**config.mk**
```make
export PLATFORM = sky130hd
export DESIGN_NAME = lecins_line_error_count_insert
export DESIGN_NICKNAME = d
export VERILOG_FILES = /design/src/lecins_pkg.sv /design/src/lecins_line_error_count_insert.sv
export SDC_FILE = /design/constraint.sdc
export NUM_CORES = 1
export LEC_CHECK = 0
export BUFFER_PORTS_ARGS = -buffer_cell sky130_fd_sc_hd__buf_4
export CAP_MARGIN = 0
export CORE_ASPECT_RATIO = 0.9
export CORE_UTILIZATION = 55
export DETAILED_ROUTE_END_ITERATION = 10
export GPL_TIMING_DRIVEN = 0
export PLACE_DENSITY = 0.77
export SLEW_MARGIN = 0
export SYNTH_ARGS = -nofsm -noshare
export SYNTH_HDL_FRONTEND = slang
export SYNTH_SLANG_ARGS = --single-unit
```
**constraint.sdc**
```tcl
create_clock -name clk -period 7.36 [get_ports clk]
set_clock_uncertainty 0.05 [all_clocks]
set_input_delay 0.736 -clock clk [delete_from_list [all_inputs] [get_ports clk]]
set_output_delay 0.736 -clock clk [all_outputs]
set_load 0.01 [all_outputs]
```
**src/lecins_pkg.sv**
```systemverilog
// Constants and carriers for the line error count and insert block.
// Assumes a single 40 MHz clock and synchronous active-high reset.
package lecins_pkg;

  localparam logic [7:0] ADDR_CTRL = 8'h10;
  localparam logic [7:0] ADDR_MASK = 8'h12;
  localparam logic [7:0] ADDR_STAT = 8'h17;
  localparam logic [7:0] ADDR_CNTA = 8'h18;
  localparam logic [7:0] ADDR_CNTB = 8'h19;

  // Control register fields
  localparam int CTRL_ZSTD = 0;
  localparam int CTRL_MODE = 1;
  localparam int CTRL_TRF = 2;
  localparam int CTRL_SEL_LO = 3;
  localparam int CTRL_VINS = 5;
  localparam int CTRL_PINS = 6;
  // Mask and status fields
  localparam int BIT_PERR = 0;
  localparam int BIT_CV = 1;
  localparam int BIT_EXZ = 2;
  localparam int BIT_TMR = 3;
  localparam int BIT_OVF = 4;

  localparam logic [7:0] CTRL_RST = 8'h00;
  localparam logic [7:0] MASK_RST = 8'hFF;

  localparam logic [1:0] SEL_PRBS = 2'h0;
  localparam logic [1:0] SEL_CV = 2'h1;
  localparam logic [1:0] SEL_EXZ = 2'h2;
  localparam logic [1:0] SEL_BOTH = 2'h3;

  localparam logic [6:0] ZRUN_AMI_ANSI = 7'h0F;
  localparam logic [6:0] ZRUN_AMI_FCC = 7'h50;
  localparam logic [6:0] ZRUN_HDB3 = 7'h03;
  localparam logic [6:0] ZRUN_B8ZS = 7'h07;

  localparam longint CLK_HZ = 40000000;
  localparam longint SECOND_NS = 1000000000;
  localparam longint SECOND_CYC = SECOND_NS * CLK_HZ / 1000000000;

  typedef enum logic [1:0] {LCI_AMI, LCI_HDB3, LCI_B8ZS} lecins_code_t;

  // One received symbol: pulse present and its polarity
  typedef struct packed {
    logic valid;
    logic pulse;
    logic neg;
    logic subst;
    logic patErr;
  } lecins_rx_t;

  typedef struct packed {
    logic valid;
    logic one;
    logic neg;
  } lecins_tx_t;

endpackage : lecins_pkg

```
**src/lecins_line_error_count_insert.sv**
```systemverilog
// Line code error detect, count and insert for one channel.
// Assumes decoded receive symbols and transmit symbols arrive as valid
// strobes on clk, and a simple byte register port as the host side.
// Summary of operation
// - AMI: same-polarity successive pulses flag violation
// - HDB3/B8ZS: unsubstituted repeat violation flags code error
// - Standard select picks ANSI or FCC zero limits
// - AMI zero limit more than 15 or 80
// - HDB3 zero limit more than 3
// - B8ZS zero limit more than 7
// - Two-bit select picks error type; 11 both
// - Select 00 counts pattern logic errors
// - Errors accumulate in 16-bit internal counter
// - Each selected error type sets its status bit; mask gates interrupt
// - Mode bit 1 automatic, 0 manual report
// - Violation pin high one clock per AMI violation or HDB3/B8ZS code error, single rail only
// - One-second expiry copies count, clears, restarts
// - Errors during transfer go to next round
// - Timer expiry sets flag; mask 0 interrupts
// - Timer flag clears when status read
// - Overflow sets flag; mask gates interrupt
// - Manual: trigger rising edge copies and clears
// - Insert trigger inverts middle of three ones
// - Pattern insert trigger flips one bit
module lecins_line_error_count_insert
  import lecins_pkg::*;
#(
  parameter longint SECOND_CYCLES = SECOND_CYC
) (
  input wire logic clk,
  input wire logic sys_rst,
  input wire lecins_code_t lineCode,
  input wire logic singleRail,
  input wire lecins_rx_t rxSym,
  input wire lecins_tx_t txIn,
  input wire logic regWr,
  input wire logic regRd,
  input wire logic [7:0] regAddr,
  input wire logic [7:0] regWdata,
  output logic [7:0] regRdata,
  output logic irqOut,
  output logic violationPulseOut,
  output lecins_tx_t txOut,
  output logic patternErrorInject
);

  logic [7:0] ctrl_ff;
  logic [7:0] mask_ff;
  logic [7:0] stat_ff;
  logic [15:0] count_ff;
  logic [15:0] snap_ff;
  logic [31:0] tick_ff;
  logic lastNeg_ff;
  logic seenPulse_ff;
  logic lastWasViol_ff;
  logic [6:0] zeros_ff;
  logic trfPrev_ff;
  logic vinsPrev_ff;
  logic pinsPrev_ff;
  logic vinsArmed_ff;
  logic [1:0] txPipeOne_ff;
  logic [1:0] txPipeNeg_ff;
  logic [1:0] txPipeVal_ff;
  logic [7:0] regRdata_ff;
  logic violPulse_ff;
  logic patInj_ff;

  logic isViol;
  logic isCodeErr;
  logic lineViol;
  logic zeroErr;
  logic countEv;
  logic tmrExp;
  logic trfEdge;
  logic doXfer;
  logic ovfEv;
  logic [1:0] sel;
  logic [6:0] zLimit;
  logic statRd;
  logic [7:0] setBits;

  function automatic logic [6:0] zeroLimit(lecins_code_t c, logic fcc);
    unique case (c)
      LCI_HDB3: zeroLimit = ZRUN_HDB3;
      LCI_B8ZS: zeroLimit = ZRUN_B8ZS;
      default: zeroLimit = fcc ? ZRUN_AMI_FCC : ZRUN_AMI_ANSI;
    endcase
  endfunction

  assign sel = ctrl_ff[CTRL_SEL_LO+1:CTRL_SEL_LO];
  assign zLimit = zeroLimit(lineCode, ctrl_ff[CTRL_ZSTD]);
  assign isViol = rxSym.valid && rxSym.pulse && seenPulse_ff &&
                  (rxSym.neg == lastNeg_ff);
  assign isCodeErr = isViol && !rxSym.subst && lastWasViol_ff;
  assign lineViol = (lineCode == LCI_AMI) ? isViol : isCodeErr;
  assign zeroErr = rxSym.valid && !rxSym.pulse &&
                   (zeros_ff == zLimit);

  always_comb begin
    unique case (sel)
      SEL_PRBS: countEv = rxSym.valid && rxSym.patErr;
      SEL_CV: countEv = lineViol;
      SEL_EXZ: countEv = zeroErr;
      SEL_BOTH: countEv = lineViol || zeroErr;
    endcase
  end

  assign tmrExp = ctrl_ff[CTRL_MODE] &&
                  (tick_ff == 32'(SECOND_CYCLES - 1));
  assign trfEdge = ctrl_ff[CTRL_TRF] && !trfPrev_ff;
  assign doXfer = tmrExp || (!ctrl_ff[CTRL_MODE] && trfEdge);
  assign ovfEv = countEv && (count_ff == 16'hFFFF) && !doXfer;
  assign statRd = regRd && (regAddr == ADDR_STAT);

  always_comb begin
    setBits = 8'h00;
    setBits[BIT_PERR] = rxSym.valid && rxSym.patErr && (sel == SEL_PRBS);
    setBits[BIT_CV] = lineViol && sel[0];
    setBits[BIT_EXZ] = zeroErr && sel[1];
    setBits[BIT_TMR] = tmrExp;
    setBits[BIT_OVF] = ovfEv;
  end

  // Line history
  always_ff @(posedge clk) begin
    if (sys_rst) begin
      lastNeg_ff <= 1'b0;
      seenPulse_ff <= 1'b0;
      lastWasViol_ff <= 1'b0;
      zeros_ff <= 7'h00;
    end else if (rxSym.valid) begin
      if (rxSym.pulse) begin
        lastNeg_ff <= rxSym.neg;
        seenPulse_ff <= 1'b1;
        lastWasViol_ff <= isViol && !rxSym.subst;
        zeros_ff <= 7'h00;
      end else if (zeros_ff != 7'h7F) begin
        zeros_ff <= zeros_ff + 7'h01;
      end
    end
  end

  // One-second period timer
  always_ff @(posedge clk) begin
    if (sys_rst || !ctrl_ff[CTRL_MODE] || tmrExp) begin
      tick_ff <= 32'h0000_0000;
    end else begin
      tick_ff <= tick_ff + 32'h0000_0001;
    end
  end

  // Error counter; event in transfer cycle starts new round
  always_ff @(posedge clk) begin
    if (sys_rst) begin
      count_ff <= 16'h0000;
      snap_ff <= 16'h0000;
    end else if (doXfer) begin
      snap_ff <= count_ff;
      count_ff <= countEv ? 16'h0001 : 16'h0000;
    end else if (countEv && count_ff != 16'hFFFF) begin
      count_ff <= count_ff + 16'h0001;
    end
  end

  // Sticky status, set beats clear-on-read
  always_ff @(posedge clk) begin
    if (sys_rst) begin
      stat_ff <= 8'h00;
    end else begin
      stat_ff <= (statRd ? 8'h00 : stat_ff) | setBits;
    end
  end

  assign irqOut = |(stat_ff & ~mask_ff);

  // Register writes
  always_ff @(posedge clk) begin
    if (sys_rst) begin
      ctrl_ff <= CTRL_RST;
      mask_ff <= MASK_RST;
    end else if (regWr) begin
      if (regAddr == ADDR_CTRL) begin
        ctrl_ff <= regWdata;
      end
      if (regAddr == ADDR_MASK) begin
        mask_ff <= regWdata;
      end
    end
  end

  always_ff @(posedge clk) begin
    if (sys_rst) begin
      trfPrev_ff <= 1'b0;
      vinsPrev_ff <= 1'b0;
      pinsPrev_ff <= 1'b0;
    end else begin
      trfPrev_ff <= ctrl_ff[CTRL_TRF];
      vinsPrev_ff <= ctrl_ff[CTRL_VINS];
      pinsPrev_ff <= ctrl_ff[CTRL_PINS];
    end
  end

  // Register reads
  always_ff @(posedge clk) begin
    if (sys_rst) begin
      regRdata_ff <= 8'h00;
    end else if (regRd) begin
      unique case (regAddr)
        ADDR_CTRL: regRdata_ff <= ctrl_ff;
        ADDR_MASK: regRdata_ff <= mask_ff;
        ADDR_STAT: regRdata_ff <= stat_ff;
        ADDR_CNTA: regRdata_ff <= snap_ff[7:0];
        ADDR_CNTB: regRdata_ff <= snap_ff[15:8];
        default: regRdata_ff <= 8'h00;
      endcase
    end
  end
  assign regRdata = regRdata_ff;

  // Violation pin
  always_ff @(posedge clk) begin
    if (sys_rst) begin
      violPulse_ff <= 1'b0;
    end else begin
      violPulse_ff <= singleRail && lineViol;
    end
  end
  assign violationPulseOut = violPulse_ff;

  // Transmit insertion: two-stage delay to see three ones
  always_ff @(posedge clk) begin
    if (sys_rst) begin
      vinsArmed_ff <= 1'b0;
      txPipeOne_ff <= 2'h0;
      txPipeNeg_ff <= 2'h0;
      txPipeVal_ff <= 2'h0;
      txOut <= '0;
    end else begin
      if (ctrl_ff[CTRL_VINS] && !vinsPrev_ff) begin
        vinsArmed_ff <= 1'b1;
      end
      if (txIn.valid) begin
        txPipeOne_ff <= {txPipeOne_ff[0], txIn.one};
        txPipeNeg_ff <= {txPipeNeg_ff[0], txIn.neg};
        txPipeVal_ff <= {txPipeVal_ff[0], 1'b1};
        if (vinsArmed_ff && txIn.one && (&txPipeOne_ff)) begin
          vinsArmed_ff <= 1'b0;
          txPipeNeg_ff <= {~txPipeNeg_ff[0], txIn.neg};
        end
      end
      txOut.valid <= txIn.valid && txPipeVal_ff[1];
      txOut.one <= txPipeOne_ff[1];
      txOut.neg <= txPipeNeg_ff[1];
    end
  end

  always_ff @(posedge clk) begin
    if (sys_rst) begin
      patInj_ff <= 1'b0;
    end else begin
      patInj_ff <= ctrl_ff[CTRL_PINS] && !pinsPrev_ff;
    end
  end
  assign patternErrorInject = patInj_ff;
endmodule // lecins_line_error_count_insert

```
==> results.md <==
- R2R Path Start: zeros_ff[0]$_SDFFE_PP0P_
- Simple-Gate Fraction of Synth Area: 26.1%
- Hold Path End: patternErrorInject$_SDFF_PP0_
- Layout fillers: 748
- Startpoint types: input port
- Main combinational cell family by area after synthesis: simple AND/OR/NAND/NOR gates
- Mean Syn Cell Area: 8.63 um2
- Mapped cell area: 5170 um2
- GP Congestion: 0.861
- Vias/cell: 5.90
- DRC viols: 0
- Reg-to-reg endpoint: count_ff[8]$_SDFFE_PP0P_
- Synth Area in Compound Gates: 15.9%
- Worst vdd ir: 0.000177 V
- Post-synth top flop: dfxtp_1
- Yosys warning count: 0
- Total CTS buffers: 17
- Hold WS: 0.348 ns
- Grt ovf: 0
- Setup-failing EPs final: 0
- Die W: 104 um
- Worst hold path class: reg2reg
- WP data required: 7.70 ns
- Setup Fix Bufs, Post-CTS: 0
- Total power: 1.53 mW
- Largest net degree at the start of global routing: 17
- RSZ-0062 raised after global routing: no
- FMAX: 339 MHz
- First-pass GRT wire length: 20700 um
- Worst slack, placed: 3.93 ns
- CTS max path bufs: 2
- Initial antenna violation count: 0
- Total track usage: 26.8%
- Slew margin rel.: 35.5%
- Sink Count: 118
- P&R area growth vs syn: 20.6%
- Hold depth: 1
- Root Driver: clkbuf_8
- Post-CTS sizing: 0
- WL/cell: 15.8 um
- Core area: 9130 um2
- Antenna Nets Post-Route: 0
- Worst path slowest cell: a2111oi_4
- Final Max Tran Viols: 0
- Max Cap Viol: 0
- IO Pins: 45
- WS Path Type: in2reg
- CP Data Arrival Time: 3.28 ns
- PortBufs: 42
- Reg2Reg Depth: 8
- Skew-Pair Late Insertion Delay: 0.51 ns
- Die extent in y: 94.0 um
- CP peak stage delay: 0.64 ns
- Synthesized-area fraction occupied by adder cells: 1.21%
- Syn_nets: 635
- CTS tree: yes
- Share of cells above drive strength 1: 13.8%
- Flops & latches, synth: 118
- Hold_buf cts: 0
- TNS Setup: 0 ns
- Worst path cell trace: buf_4, inv_1, ha_1, and2_1, or3_1, a2111oi_4, o21ai_2, buf_6, buf_2, o31ai_1, a21oi_1
- FFs w/ async S/R, synth: 0%
- Fin crit share: 40.0%
- Xor and xnor area share after synthesis: 6.10%
- EDFF count, synth: 0
- Reg2Reg Setup Slack: 4.62 ns
- DRT Pass-1 Iters: 5
- Final core occ: 68.3%
- P_leak: 2.26 nW
- Final hold violations: 0
- # rows: 33
- PnR worst setup slack: 4.41 ns
- Vias in the first global route: 4332
- Final net count: 696
- # diodes: 0
- Full die area: 9790 um2
- Starting Density: 56.6%
- Mapped Cells: 599
- Pwr dens: 246 nW/um2
- Max Fanout on Critical Path: 10
- HP Start: pinsPrev_ff$_SDFF_PP0_
- Post-synth cell types: 58
- Mux share of post-synthesis cell area: 1.36%
- H-tree depth: 4
- Vias: 4694
- Seq/Total Area, Yosys: 45.7%
- Final Critical Period: 2.95 ns
- Status: completed
- Kind of end point of the critical path: flip-flop
- DP Wirelength: 8890 um
- DR iter-0 viols: 337
- Worst slew pin tran: 0.961 ns
- Clock transition at path regs: 0.06 ns
- Routed Wire Length: 12500 um
## cell usage after synthesis (3+ instances only)
cell,number,area share [%]
inv_1,16,1.2
nand2_1,65,4.7
nor3_1,7,0.68
a21oi_1,50,4.8
nand3_1,42,4.1
xnor2_1,6,1.0
o21ai_0,21,2.0
or3_1,11,1.3
a311oi_1,6,1.0
nor2_1,66,4.8
clkbuf_1,12,0.87
a22oi_1,12,1.7
buf_1,5,0.36
buf_2,6,0.58
nand2b_1,4,0.48
nand4_1,18,2.2
ha_1,5,1.2
mux2i_1,7,1.4
a21o_1,4,0.58
or4_1,9,1.3
a222oi_1,6,1.2
o211ai_1,5,0.73
nor2b_1,6,0.73
xor2_1,30,5.1
o31ai_1,9,1.3
nor4_1,4,0.48
buf_4,3,0.44
and3_1,12,1.5
dfxtp_1,118,46
## state kept, by name (all words and copies together), names as in the netlist, 3 cells and up
| register | flops |
|---|---|
| count_ff | 16 |
| ctrl_ff | 8 |
| mask_ff | 8 |
| regRdata | 8 |
| snap_ff | 16 |
| stat_ff | 5 |
| tick_ff | 32 |
| txOut | 3 |
| zeros_ff | 7 |
## area by class of cell
class	count	area [um2]	share of cell area [%]
Clock inverter	14	176	2.83
Inverter	16	60.1	0.964
Multi-Input combinational cell	438	2620	42.0
Tap cell	122	153	2.45
Sequential cell	118	2360	37.9
Timing Repair Buffer	42	315	5.06
Buffer	27	128	2.05
Clock buffer	18	418	6.71
## logic make-up (layout without fill, tap and decap cells)
logic type | count (synthesis) | after routing
flops | 118 | 118
mux | 7 | 7
simple gates | 264 | 264
compound gates | 126 | 126
fa+ha+maj | 5 | 5
xor+xnor | 36 | 36
buf+inv | 43 | 117
## per-stage QoR
step	std cells	instance area, um2
final	795	6230
after global routing	795	6230
after CTS	795	6230
after detailed placement	763	5640
after global placement	763	5640
after floorplan	599	5170
## placed cells by master, fill, tap and decap left out, drive strengths merged, types with 2 or more instances in the layout
master,count
nor3b,3
a311oi,6
a21oi,50
clkinvlp,5
inv,18
and4,2
o211ai,5
or4b,2
nor2b,6
or3,11
clkinv,4
nand3b,2
nor4bb,2
a22oi,12
nor3,7
nor2,67
a2111oi,2
xnor2,6
nand3,42
a222oi,6
clkbuf,30
mux2i,7
o31ai,9
o21ai,23
and3,12
xor2,30
dfxtp,118
nand4,18
nand2b,4
ha,5
nor4,6
nand2,65
bufinv,3
a21o,4
buf,57
or4,10
## power by group
part           total (mW)  internal [mW]  switching [mW]
registers           0.650          0.645         0.00461
logic              0.0572         0.0241          0.0330
clock network       0.824          0.518           0.306
## per-layer routing
layer / GRT usage, % / wire [um] / up-vias / part of all wire [%]
met1: 34.7 / 5730 / 2226 / 46
met4: 8.81 / 129 / 0 / 1.0
met3: 6.59 / 857 / 10 / 6.8
li1: - / - / 2279 / -
met5: 0 / 0 / - / 0
met2: 43.9 / 5830 / 179 / 46
## critical path: cells and delay by family
family / cells / cell delay [ns]
adders and majority gates: 1 / 0.31
and+or+nand+nor: 2 / 0.50
buffers and inverters: 4 / 0.49
AOI/OAI and AO/OA: 4 / 1.24
## worst max-delay path by stage
| stage | startpoint | end | slack, ns | cells past startpoint |
|---|---|---|---|---|
| 3_3_place_gp | lineCode[0] | count_ff[13]$_SDFFE_PP0P_ | 4.00 | 11 |
| 6_report | lineCode[0] | count_ff[8]$_SDFFE_PP0P_ | 4.41 | 11 |
| 4_1_cts | lineCode[0] | count_ff[8]$_SDFFE_PP0P_ | 4.44 | 11 |
| 2_1_floorplan | lineCode[0] | count_ff[12]$_SDFFE_PP0P_ | 4.40 | 9 |
| 3_5_place_dp | lineCode[0] | count_ff[13]$_SDFFE_PP0P_ | 3.93 | 11 |
| 5_1_grt | lineCode[0] | count_ff[8]$_SDFFE_PP0P_ | 4.23 | 11 |
No activity file was read; power rests on OpenSTA's default activity.
